File: config.mk
export PLATFORM = sky130hd
export DESIGN_NAME = mps_pin_strap
export DESIGN_NICKNAME = d
export VERILOG_FILES = /design/src/mps_strap_capture.sv /design/src/mps_pin_strap.sv
export SDC_FILE = /design/constraint.sdc
export NUM_CORES = 1
export LEC_CHECK = 0
export BUFFER_PORTS_ARGS = -buffer_cell sky130_fd_sc_hd__clkbuf_2
export CORE_MARGIN = 3
export CORE_UTILIZATION = 35
export DETAILED_ROUTE_END_ITERATION = 8
export GPL_ROUTABILITY_DRIVEN = 0
export PLACE_DENSITY_LB_ADDON = 0.3
export SLEW_MARGIN = 20
export SYNTH_ARGS = -nofsm -noshare
export SYNTH_HDL_FRONTEND = slang
export SYNTH_SLANG_ARGS = --single-unit
File: constraint.sdc
create_clock -name clk_sys -period 2 [get_ports clk_sys]
set_input_delay 0.2 -clock clk_sys [delete_from_list [all_inputs] [get_ports clk_sys]]
set_output_delay 0.2 -clock clk_sys [all_outputs]
set_load 0.02 [all_outputs]
File: src/mps_strap_capture.sv
/*
 * Package of shared constants for the MII pin and strap block, and the
 * strap capture module that latches the pull levels on the shared pins.
 * Assumes the strap pins come from outside the clk_sys domain and that
 * reset_n is released asynchronously; capture happens after the release.
 */

// ====================================================================
// Shared constants
// ====================================================================
package mps_pkg;
  // Register indexes; the byte address is four times the index
  localparam logic [7:0] IRQ_IDX = 8'h1B;
  localparam logic [7:0] PHY_CTRL_IDX = 8'h1F;
  localparam logic [7:0] PIN_CTRL_IDX = 8'h1D;
  localparam logic [7:0] STRAP_IDX = 8'h1E;
  // Interrupt register layout: status low byte, enables high byte
  localparam int IRQ_EN_POS = 8;
  localparam int EV_W = 4;
  localparam int EV_RX_ERR = 0;
  localparam int EV_COL = 1;
  localparam int EV_CRS = 2;
  localparam int EV_WAKE = 3;
  // Control bit positions
  localparam int IRQ_POL_BIT = 9;
  localparam int REPEATER_BIT = 0;
  localparam int WAKE_OPT2_BIT = 1;
  // Reset values
  localparam logic [EV_W-1:0] IRQ_EN_RST = 4'h0;
  localparam logic IRQ_POL_RST = 1'b0;
  localparam logic [1:0] PIN_CTRL_RST = 2'h0;
  // Strap vector positions
  localparam int STRAP_W = 6;
  localparam int ST_PORT_ISOLATION_STRAP = 0;
  localparam int ST_NAND = 1;
  localparam int ST_WAKE_EN = 2;
  localparam int ST_CFG0 = 3;
  localparam int ST_CFG1 = 4;
  localparam int ST_CFG2 = 5;
  // Cycles after release before straps are taken (sync depth plus one)
  localparam logic [1:0] STRAP_SETTLE = 2'h3;
  // Transmit clock timing
  localparam int CLK_NS = 40;
  localparam int TXC_HALF_NS = 160;
  localparam int TXC_HALF_CYC_I = (TXC_HALF_NS / CLK_NS) < 1 ? 1 :
                                  (TXC_HALF_NS / CLK_NS);
  localparam logic [3:0] TXC_HALF_CYC = 4'(TXC_HALF_CYC_I);
endpackage

// ====================================================================
// Strap capture
// ====================================================================
module mps_strap_capture (
  input wire logic clk_sys,
  input wire logic reset_n,
  input wire logic [mps_pkg::STRAP_W-1:0] strap_pins,
  output logic [mps_pkg::STRAP_W-1:0] strap_reg,
  output logic done_reg
);
  logic [mps_pkg::STRAP_W-1:0] sync1_reg;
  logic [mps_pkg::STRAP_W-1:0] sync2_reg;
  logic [1:0] settle_reg;

  // Two-flop synchroniser on the raw pull levels
  always_ff @(posedge clk_sys or negedge reset_n) begin
    if (!reset_n) begin
      sync1_reg <= '0;
      sync2_reg <= '0;
    end else begin
      sync1_reg <= strap_pins;
      sync2_reg <= sync1_reg;
    end
  end

  // Counts until the synchroniser holds post-release pin levels
  always_ff @(posedge clk_sys or negedge reset_n) begin
    if (!reset_n) begin
      settle_reg <= 2'h0;
    end else if (!done_reg) begin
      settle_reg <= settle_reg + 2'h1;
    end
  end

  // straps frozen
  // Taken once at release; pin activity afterwards cannot reach them
  always_ff @(posedge clk_sys or negedge reset_n) begin
    if (!reset_n) begin
      strap_reg <= '0;
      done_reg <= 1'b0;
    end else if (!done_reg && settle_reg == mps_pkg::STRAP_SETTLE) begin
      strap_reg <= sync2_reg;
      done_reg <= 1'b1;
    end
  end
endmodule

File: src/mps_pin_strap.sv
/*
 * MII pin sharing for pins receive error, interrupt, transmit clock,
 * transmit enable and data, collision and carrier sense, with strap
 * capture at reset release and an APB register slave.
 * Assumes MII status comes from PHY core logic on clk_sys and that the
 * board pads resolve each pin from its output and output enable.
 */

// ====================================================================
// Top module
// ====================================================================
// What this block does
// - In MII mode the receive-error pin is driven with the core's error.
// - The receive-error pin level at reset release becomes the port_isolation_strap strap.
// - The interrupt pin follows events enabled and reported in register 1Bh.
// - Bit 9 of register 1Fh sets interrupt polarity, low by default.
// - As the second wake output the pin is pulled low on a wake event.
// - The interrupt pin level at reset release becomes the NAND tree strap.
// - Transmit clock is driven normally but taken as input in repeater mode.
// - The transmit clock pin level at release becomes the wake enable strap.
// - Collision and carrier sense pins are driven from the core.
// - The collision pin level at release becomes configuration bit 0.
// - The carrier-sense pin level at release becomes configuration bit 1.
// - Strap pins stay inputs through reset and are driven only afterwards.
// - The receive-data-valid pin level at release is configuration bit 2.
module mps_pin_strap (
  input wire logic clk_sys,
  input wire logic reset_n,
  // APB slave
  input wire logic psel,
  input wire logic penable,
  input wire logic pwrite,
  input wire logic [7:0] paddr,
  input wire logic [31:0] pwdata,
  output logic [31:0] prdata,
  output logic pready,
  output logic pslverr,
  // PHY core side
  input wire logic core_rx_er,
  input wire logic core_col,
  input wire logic core_crs,
  input wire logic core_rx_dv,
  input wire logic core_wake_event,
  output logic core_tx_en,
  output logic [3:0] core_txd,
  output logic core_tx_strobe,
  // Strap results
  output logic port_isolation_strap,
  output logic nand_tree_strap,
  output logic wake_event_enable_strap,
  output logic cfg_strap_bit0,
  output logic cfg_strap_bit1,
  output logic cfg_strap_bit2,
  // Shared pins
  input wire logic rx_err_pin_i,
  output logic rx_err_pin_o,
  output logic rx_err_pin_oe,
  input wire logic irq_out_pin_i,
  output logic irq_out_pin_o,
  output logic irq_out_pin_oe,
  input wire logic tx_clk_pin_i,
  output logic tx_clk_pin_o,
  output logic tx_clk_pin_oe,
  input wire logic col_pin_i,
  output logic col_pin_o,
  output logic col_pin_oe,
  input wire logic crs_pin_i,
  output logic crs_pin_o,
  output logic crs_pin_oe,
  input wire logic rx_dv_pin_i,
  output logic rx_dv_pin_o,
  output logic rx_dv_pin_oe,
  input wire logic tx_en_pin,
  input wire logic [3:0] txd_pin
);
  // ==================================================================
  // Declarations
  // ==================================================================
  logic [mps_pkg::STRAP_W-1:0] strap_vec;
  logic strap_done;
  logic [mps_pkg::EV_W-1:0] irq_status_reg;
  logic [mps_pkg::EV_W-1:0] irq_status_next;
  logic [mps_pkg::EV_W-1:0] irq_en_reg;
  logic irq_pol_reg;
  logic [1:0] pin_ctrl_reg;
  logic crs_prev_reg;
  logic [mps_pkg::EV_W-1:0] events;
  logic wr_done, rd_done;
  logic irq_active, drive_ok;
  logic wake_event_out_n, wake_event_out_option_two;
  logic [5:0] tx_sync1_reg, tx_sync2_reg;
  logic txc_in_prev_reg, txc_out_reg, txc_rise;
  logic [3:0] txc_cnt_reg;

  // Byte address of a register from its index
  function automatic logic [7:0] reg_addr(input logic [7:0] idx);
    reg_addr = 8'(idx << 2);
  endfunction

  // ==================================================================
  // Strap capture
  // ==================================================================
  // all six straps, in strap vector order
  mps_strap_capture u_strap (
    .clk_sys(clk_sys),
    .reset_n(reset_n),
    .strap_pins({rx_dv_pin_i, crs_pin_i, col_pin_i, tx_clk_pin_i,
                 irq_out_pin_i, rx_err_pin_i}),
    .strap_reg(strap_vec),
    .done_reg(strap_done)
  );

  // straps held fixed
  // Registered copies, listed in the strap vector's bit order
  always_ff @(posedge clk_sys or negedge reset_n) begin
    if (!reset_n) begin
      {cfg_strap_bit2, cfg_strap_bit1, cfg_strap_bit0,
       wake_event_enable_strap, nand_tree_strap,
       port_isolation_strap} <= 6'h00;
    end else begin
      {cfg_strap_bit2, cfg_strap_bit1, cfg_strap_bit0,
       wake_event_enable_strap, nand_tree_strap,
       port_isolation_strap} <= strap_vec;
    end
  end

  // ==================================================================
  // APB slave
  // ==================================================================
  // Answer one cycle into the access phase, so every output is a flop
  assign wr_done = psel && penable && pready && pwrite;
  assign rd_done = psel && penable && pready && !pwrite;

  // Ready and error pulse, with read data for the access
  always_ff @(posedge clk_sys or negedge reset_n) begin
    if (!reset_n) begin
      pready <= 1'b0;
      pslverr <= 1'b0;
      prdata <= 32'h0000_0000;
    end else if (psel && penable && !pready) begin
      pready <= 1'b1;
      pslverr <= 1'b0;
      prdata <= 32'h0000_0000;
      case (paddr)
        reg_addr(mps_pkg::IRQ_IDX): begin
          prdata[mps_pkg::IRQ_EN_POS +: mps_pkg::EV_W] <= irq_en_reg;
          prdata[mps_pkg::EV_W-1:0] <= irq_status_next;
        end
        reg_addr(mps_pkg::PHY_CTRL_IDX): begin
          prdata[mps_pkg::IRQ_POL_BIT] <= irq_pol_reg;
        end
        reg_addr(mps_pkg::PIN_CTRL_IDX): begin
          prdata[1:0] <= pin_ctrl_reg;
        end
        reg_addr(mps_pkg::STRAP_IDX): begin
          prdata[mps_pkg::STRAP_W-1:0] <= strap_vec;
        end
        default: begin
          pslverr <= 1'b1;
        end
      endcase
    end else begin
      pready <= 1'b0;
      pslverr <= 1'b0;
    end
  end

  always_ff @(posedge clk_sys or negedge reset_n) begin
    if (!reset_n) begin
      irq_en_reg <= mps_pkg::IRQ_EN_RST;
      irq_pol_reg <= mps_pkg::IRQ_POL_RST;
      pin_ctrl_reg <= mps_pkg::PIN_CTRL_RST;
    end else if (wr_done) begin
      if (paddr == reg_addr(mps_pkg::IRQ_IDX)) begin
        irq_en_reg <= pwdata[mps_pkg::IRQ_EN_POS +: mps_pkg::EV_W];
      end
      if (paddr == reg_addr(mps_pkg::PHY_CTRL_IDX)) begin
        irq_pol_reg <= pwdata[mps_pkg::IRQ_POL_BIT];
      end
      if (paddr == reg_addr(mps_pkg::PIN_CTRL_IDX)) begin
        pin_ctrl_reg <= pwdata[1:0];
      end
    end
  end

  // ==================================================================
  // Interrupt events
  // ==================================================================
  // Events from core logic, carrier reported on each change
  assign events[mps_pkg::EV_RX_ERR] = core_rx_er;
  assign events[mps_pkg::EV_COL] = core_col;
  assign events[mps_pkg::EV_CRS] = core_crs ^ crs_prev_reg;
  assign events[mps_pkg::EV_WAKE] = core_wake_event;

  // sticky status
  // A read clears, but a same-cycle event still sets the bit
  always_comb begin
    irq_status_next = irq_status_reg;
    if (rd_done && paddr == reg_addr(mps_pkg::IRQ_IDX)) begin
      irq_status_next = '0;
    end
    irq_status_next = irq_status_next | events;
  end

  // Status and carrier history
  always_ff @(posedge clk_sys or negedge reset_n) begin
    if (!reset_n) begin
      irq_status_reg <= '0;
      crs_prev_reg <= 1'b0;
    end else begin
      irq_status_reg <= irq_status_next;
      crs_prev_reg <= core_crs;
    end
  end

  assign irq_active = |(irq_status_reg & irq_en_reg);
  assign wake_event_out_option_two = pin_ctrl_reg[mps_pkg::WAKE_OPT2_BIT]
                                     && wake_event_enable_strap;
  assign wake_event_out_n = !irq_status_reg[mps_pkg::EV_WAKE];

  // drive after straps
  // Isolation keeps MII outputs released as well
  assign drive_ok = strap_done && !strap_vec[mps_pkg::ST_PORT_ISOLATION_STRAP];

  // ==================================================================
  // Interrupt / wake pin (open drain)
  // ==================================================================
  // polarity on pin
  // wake pulls low
  // Open drain can only pull low; active high means low while idle
  always_ff @(posedge clk_sys or negedge reset_n) begin
    if (!reset_n) begin
      irq_out_pin_o <= 1'b0;
      irq_out_pin_oe <= 1'b0;
    end else begin
      irq_out_pin_o <= 1'b0;
      if (!strap_done) begin
        irq_out_pin_oe <= 1'b0;
      end else if (wake_event_out_option_two) begin
        irq_out_pin_oe <= !wake_event_out_n;
      end else begin
        irq_out_pin_oe <= irq_pol_reg ? !irq_active : irq_active;
      end
    end
  end

  // ==================================================================
  // MII status outputs
  // ==================================================================
  // receive error, collision, carrier and data valid out
  always_ff @(posedge clk_sys or negedge reset_n) begin
    if (!reset_n) begin
      {rx_err_pin_o, col_pin_o, crs_pin_o, rx_dv_pin_o} <= 4'h0;
      {rx_err_pin_oe, col_pin_oe, crs_pin_oe, rx_dv_pin_oe} <= 4'h0;
    end else begin
      {rx_err_pin_o, col_pin_o, crs_pin_o, rx_dv_pin_o} <=
        {core_rx_er, core_col, core_crs, core_rx_dv};
      {rx_err_pin_oe, col_pin_oe, crs_pin_oe, rx_dv_pin_oe} <= {4{drive_ok}};
    end
  end

  // ==================================================================
  // Transmit clock and data
  // ==================================================================
  // Pin inputs pass two flops; bit 5 is the clock, bit 4 the enable, bits 3..0 the data
  always_ff @(posedge clk_sys or negedge reset_n) begin
    if (!reset_n) begin
      tx_sync1_reg <= 6'h00;
      tx_sync2_reg <= 6'h00;
      txc_in_prev_reg <= 1'b0;
    end else begin
      tx_sync1_reg <= {tx_clk_pin_i, tx_en_pin, txd_pin};
      tx_sync2_reg <= tx_sync1_reg;
      txc_in_prev_reg <= tx_sync2_reg[5];
    end
  end

  // clock divider out
  // Half period counter; it runs whenever the repeater bit is clear, even while the pin is released
  always_ff @(posedge clk_sys or negedge reset_n) begin
    if (!reset_n) begin
      txc_cnt_reg <= 4'h0;
      txc_out_reg <= 1'b0;
    end else if (pin_ctrl_reg[mps_pkg::REPEATER_BIT]) begin
      txc_cnt_reg <= 4'h0;
      txc_out_reg <= 1'b0;
    end else if (txc_cnt_reg == mps_pkg::TXC_HALF_CYC - 4'h1) begin
      txc_cnt_reg <= 4'h0;
      txc_out_reg <= !txc_out_reg;
    end else begin
      txc_cnt_reg <= txc_cnt_reg + 4'h1;
    end
  end

  // repeater clock input
  // Repeater mode samples on the far clock's rise, else on our own
  assign txc_rise = pin_ctrl_reg[mps_pkg::REPEATER_BIT]
                    ? (tx_sync2_reg[5] && !txc_in_prev_reg)
                    : (!txc_out_reg && !pin_ctrl_reg[mps_pkg::REPEATER_BIT]
                       && txc_cnt_reg == mps_pkg::TXC_HALF_CYC - 4'h1);

  // Transmit clock pin drive
  always_ff @(posedge clk_sys or negedge reset_n) begin
    if (!reset_n) begin
      tx_clk_pin_o <= 1'b0;
      tx_clk_pin_oe <= 1'b0;
    end else begin
      tx_clk_pin_o <= txc_out_reg;
      tx_clk_pin_oe <= drive_ok && !pin_ctrl_reg[mps_pkg::REPEATER_BIT];
    end
  end

  // MAC transmit inputs
  // Nibble taken at each transmit clock rise, bit 0 lowest
  always_ff @(posedge clk_sys or negedge reset_n) begin
    if (!reset_n) begin
      core_tx_en <= 1'b0;
      core_txd <= 4'h0;
      core_tx_strobe <= 1'b0;
    end else begin
      core_tx_strobe <= txc_rise && strap_done;
      if (txc_rise && strap_done) begin
        core_tx_en <= tx_sync2_reg[4];
        core_txd <= tx_sync2_reg[3:0];
      end
    end
  end
endmodule

## Word level (Yosys, flattened, before mapping)

Cells that the tools add are included.

| word-level totals | value |
|---|---|
| register bits after elaboration | 82 |
| bits of input ports | 61 |
| output and inout bits | 58 |
| word-level logic and storage cells | 91 |

| operators by class | value |
|---|---|
| add/sub/neg operators | 2 |
| equality and inequality tests | 6 |
| muxes and demuxes | 18 |
| bitwise gates (word level) | 3 |
| reduce and logical (&&, ||, !) cells | 28 |

Operators by type and width:

| operator | count |
|---|---|
| $eq A8 B7 Y1 const B | 4 |
| $logic_and A1 B1 Y1 | 14 |
| $mux W4 | 3 |
| $mux W1 | 10 |
| $logic_not A1 Y1 | 8 |
| $reduce_or A4 Y1 | 2 |
| $pmux W2 S3 | 1 |
| $reduce_and A2 Y1 | 3 |
| $add A4 B1 Y4 const B | 1 |
| $and A4 B4 Y4 | 1 |
| $eq A4 B2 Y1 const B | 1 |
| $mux W2 | 2 |
| $or A4 B4 Y4 | 1 |
| $pmux W2 S2 | 1 |
| $add A2 B1 Y2 const B | 1 |
| $eq A2 B2 Y1 const B | 1 |
| $pmux W1 S2 | 1 |
| $reduce_bool A2 Y1 | 1 |
| $xor A1 B1 Y1 | 1 |

## Longest topological paths before layout

| logic depth | value |
|---|---|
| word-level depth | 7 |
| mapped depth | 5 |
| mapped depth without buffers | 5 |

## Cells and area by module

A second synthesis with hierarchy kept.

| second synthesis, totals | value |
|---|---|
| cell total of the unflattened synthesis | 229 |
| area, all modules | 3165.5 sq um |

Modules (own cells, without submodules):

| module | instances | cells each | area each (sq um) |
|---|---|---|---|
| mps_pin_strap | 1 | 196 | 2493.6 |
| mps_strap_capture | 1 | 33 | 671.9 |

## Worst setup path before layout

Ideal clock, no wire load.

| path | value |
|---|---|
| path kind | register to register |
| from | reg txc_cnt_reg[0] |
| to | reg core_tx_en |
| arrival | 1.473 ns |
| path slack | 0.402 ns |
| stages on the path, launching flop included | 6 |
| buffers on the path | 0 |
| clock period less this slack | 1.598 ns |
| cells stage by stage | dfrtp_1 ha_1 nor3b_2 nor3b_1 o21ai_2 mux2_2 |

| on the way | value |
|---|---|
| word-level cells in the longest chain between the ends | 4 |

Ends and longest elaborated chain:

| what | RTL line | RTL |
|---|---|---|
| start, declared | mps_pin_strap.sv:93 | `logic [3:0] txc_cnt_reg;` |
| start signal, assigned | mps_pin_strap.sv:291 | `txc_cnt_reg <= txc_cnt_reg + 4'h1;` |
| $eq A4 B2 Y1 | mps_pin_strap.sv:300 | `&& txc_cnt_reg == mps_pkg::TXC_HALF_CYC - 4'h1);` |
| $logic_and A1 B1 Y1 | mps_pin_strap.sv:300 |  |
| $mux W1 | mps_pin_strap.sv:298 | `? (tx_sync2_reg[5] && !txc_in_prev_reg)` |
| $logic_and A1 B1 Y1 | mps_pin_strap.sv:322 | `if (txc_rise && strap_done) begin` |
| end signal, assigned | mps_pin_strap.sv:323 | `core_tx_en <= tx_sync2_reg[4];` |
| end, declared | mps_pin_strap.sv:44 | `output logic core_tx_en,` |

Every way passes these cells.
A chain may end at the register's enable or synchronous reset.

## Final worst setup path

| path | value |
|---|---|
| from | reg txc_cnt_reg[0] |
| to | reg core_txd[1] |

| on the way | value |
|---|---|
| word-level cells in the longest chain between the ends | 4 |

Ends and longest elaborated chain:

| what | RTL line | RTL |
|---|---|---|
| $eq A4 B2 Y1 | mps_pin_strap.sv:300 |  |
| $logic_and A1 B1 Y1 | mps_pin_strap.sv:300 |  |
| $mux W1 | mps_pin_strap.sv:298 |  |
| $logic_and A1 B1 Y1 | mps_pin_strap.sv:322 |  |
| end signal, assigned | mps_pin_strap.sv:324 | `core_txd <= tx_sync2_reg[3:0];` |
| end, declared | mps_pin_strap.sv:45 | `output logic [3:0] core_txd,` |

Every way passes these cells.

==> summary.md <==
| Metric | Value |
|---|---|
| Core area | between 8000 and 9000 sq um |
| Vias in the first global route | 1,976 |
| Via count | 1,881 |
| Tcrit/Tclk final | 86.9% |
| Die Width | between 90 and 100 um |
| Hold path depth | 2 |
| Share of layout cells above drive strength 1 | 38.5% |
| CTS Buffer Depth | 2 |
| Synthesis-to-finish area growth | 24.5% |
| Crit path launch type | flip-flop |
| Clk pin slew, worst setup/hold paths | around 0.090 ns |
| Drt pass-1 iters | 4 |
| Largest register FFs | 10 |
| Final Non-Filler Cells | 417 |
| Setup TNS | 0 ns |
| WL per Instance | 13.9 um |
| Pwr Density | 885 nW/um^2 |
| Core Rows | 33 |
| Worst clock skew | 0.00948 ns |
| Post-synth cell types | 42 |
| Worst-Skew Late Latency | 0.35 ns |
| Max cap viols | 0 |
| Crit-path max FO | 6 |
| Synth Flop Type | dfrtp_1 |
| CP Launch Point | txc_cnt_reg[0] |
| Mean Syn Cell Area | about 14 sq um |
| Post-DP HPWL | roughly 4300 um |
| Pre-CTS setup slack | about 0.23 ns |
| CTS Root Cell | clkbuf_8 |
| HP Start | core_wake_event |
| Routed Wire Length | 5810 um |
| Endpoints failing setup | 0 |
| Hold Fails Final Rpt | 0 |
| # diodes | 0 |
| Worst r2r path cells | 5 |
| Status | complete, no violations |
| F_max | around 580 MHz |
| Lkg Pwr | about 1.9 nW |
| Register Area | 2000 sq um |
| Synth warnings | 0 |
| Hold Path Class | in -> reg |
| Ports | 119 |
| R2r startpoint | txc_cnt_reg[0] |
| Asr flop ratio synth | 100% |
| Commonest non-fill, non-tap cell in the layout | dfrtp_1 |
| Cell Area, Synth | 3050 sq um |
| Critical Path AT | 1.98 ns |
| Reg-to-reg slack, setup | 0.26 ns |
| DIE HEIGHT | 99.4 um |
| Top post-synthesis cells by area | dfrtp_1 66%, buf_4 6.4%, mux2_2 5.5% |
| IO Port Bufs | 69 |
| CTS sink count | 80 |
| Postcts setup bufs | 0 |
| DR DRC count | 0 |
| Yosys reg bits | 80 |
| Post-placement cell count | 385 |
| Final net count | 370 |
| Synth area leader | dfrtp_1 |
| Total global-route track usage | 12.6% |
| Biggest register | prdata |
| Worst endpoint required time | between 2 and 2.5 ns |
| Final global-route overflow total | 0 |
| Crit Path Category | reg -> reg |
| Setup crit end kind | flip-flop |
| Initial Util | a little over a third |
| Drt first-iter violations | 48 |
| Initial antenna violation count | 0 |
| Fillers | about 800 |
| RSZ-0062 raised after global routing | false |
| Setup ws final | 0.262 ns |
| First-pass GRT wire length | 9580 um |
| Max VDD drop | 0.422 mV |
| H-Tree Depth | 3 |
| Post-synthesis sequential area ratio | between 60% and 70% |
| Largest net degree at the start of global routing | between 50 and 60 |
| Worst-margin pin slew | approximately 0.73 ns |
| Mapped Cells | 214 |
| Post-route ant nets | 0 |
| Vias per cell | 4.51 |
| Worst rel slew slack | 51.2% |
| Slew Limit Fails | 0 |
| Tmin final | 1.74 ns |
| Most frequent cells in the layout | 80 x dfrtp_1, 68 x clkbuf_2, 23 x conb_1, 16 x dlygate4sd3_1, 15 x mux2_2 |
| TritonCTS clock tree | done |
| CTS buffer count | 9 |
| Post-synth EDFFs | 0 |
| Multi-input gate area | between 900 and 1000 sq um |
| DIE AREA | 9880 sq um |
| Area share of the largest cell type after synthesis | 65.5% |
[final cells by class]
type / instances / area share, %
clock buffers: 9 / 3.26
clock inverters: 7 / 1.65
inverters: 2 / 0.197
multi-input cells: 124 / 24.1
flip-flops and latches: 80 / 52.6
well taps: 105 / 3.46
repair buffers: 90 / 14.7
[worst max-delay path: stages, from the launching register on]
cell and delay, ns:
dfrtp_1 0.41, ha_1 0.23, nor3b_2 0.18, nor3b_1 0.15, o21ai_2 0.29, mux2_2 0.37
[final timing paths]
path | end
worst max-delay path | core_txd[1]
worst min-delay path | irq_status_reg[3]
worst max register to register | core_txd[1]
worst min register to register | u_strap.sync2_reg[5]
max in group asynchronous | irq_pol_reg
min in group asynchronous | core_txd[0]
[power breakdown]
group / internal (W) / switching (W)
Sequential: 0.00174 / 0.0000550
Combinational: 0.000185 / 0.000280
Clock: 0.000476 / 0.000633
Total: 0.00240 / 0.000968
[synthesized netlist by cell type (3+ instances only)]
master / n
clkbuf_1: 4
nor2b_1: 6
nor3_1: 4
mux2_2: 15
buf_4: 26
a21o_1: 4
a22o_1: 6
o21ai_0: 3
a21oi_1: 5
nor2_1: 4
o22ai_1: 3
dfrtp_1: 80
a22oi_1: 3
mux2_4: 4
xor2_1: 3
nand2_1: 9
[per-layer routing]
layer / vias to the layer above / GRT usage, % / part of all wire [%]
met1: 927 / 17.2 / 47
met5: - / 0 / 0
met4: 0 / 6.62 / 2.2
met2: 64 / 18.5 / 45
met3: 10 / 3.16 / 6.3
li1: 880 / - / -
[logic make-up (layout without fill, tap and decap cells)]
kind of cell	Yosys count	count (layout)	synth area share, %
AND/OR/NAND/NOR	45	45	10.2
adder cells (fa/ha/maj)	2	2	0.819
flip-flops	80	80	65.5
buffers and inverters	32	108	7.13
XOR/XNOR	5	5	1.43
AO/OA/AOI/OAI	29	29	6.92
other	1	23	0.123
multiplexers	20	20	7.82
[metrics by stage]
step | total power, W | cell area (sq um) | utilization, % | hold slack, ns
global placement | 0.00227 | 3460 | 41.4 | 0.303
CTS | 0.00342 | 3800 | 45.6 | 0.0283
finish | 0.00337 | 3800 | 45.6 | 0.0407
floorplan | 0.00212 | 3140 | - | -0.0956
global route | 0.00355 | 3800 | 45.6 | 0.0364
detailed placement | 0.00228 | 3460 | 41.4 | 0.310
[what timing repair did]
| action | CTS | global route |
|---|---|---|
| endpoints found under the hold margin | 72 | 0 |
| setup endpoints to repair | 0 | 0 |
| hold buffers | 16 | 0 |
| gates resized for setup | 0 | 0 |
(Power assumes the default switching activity.)
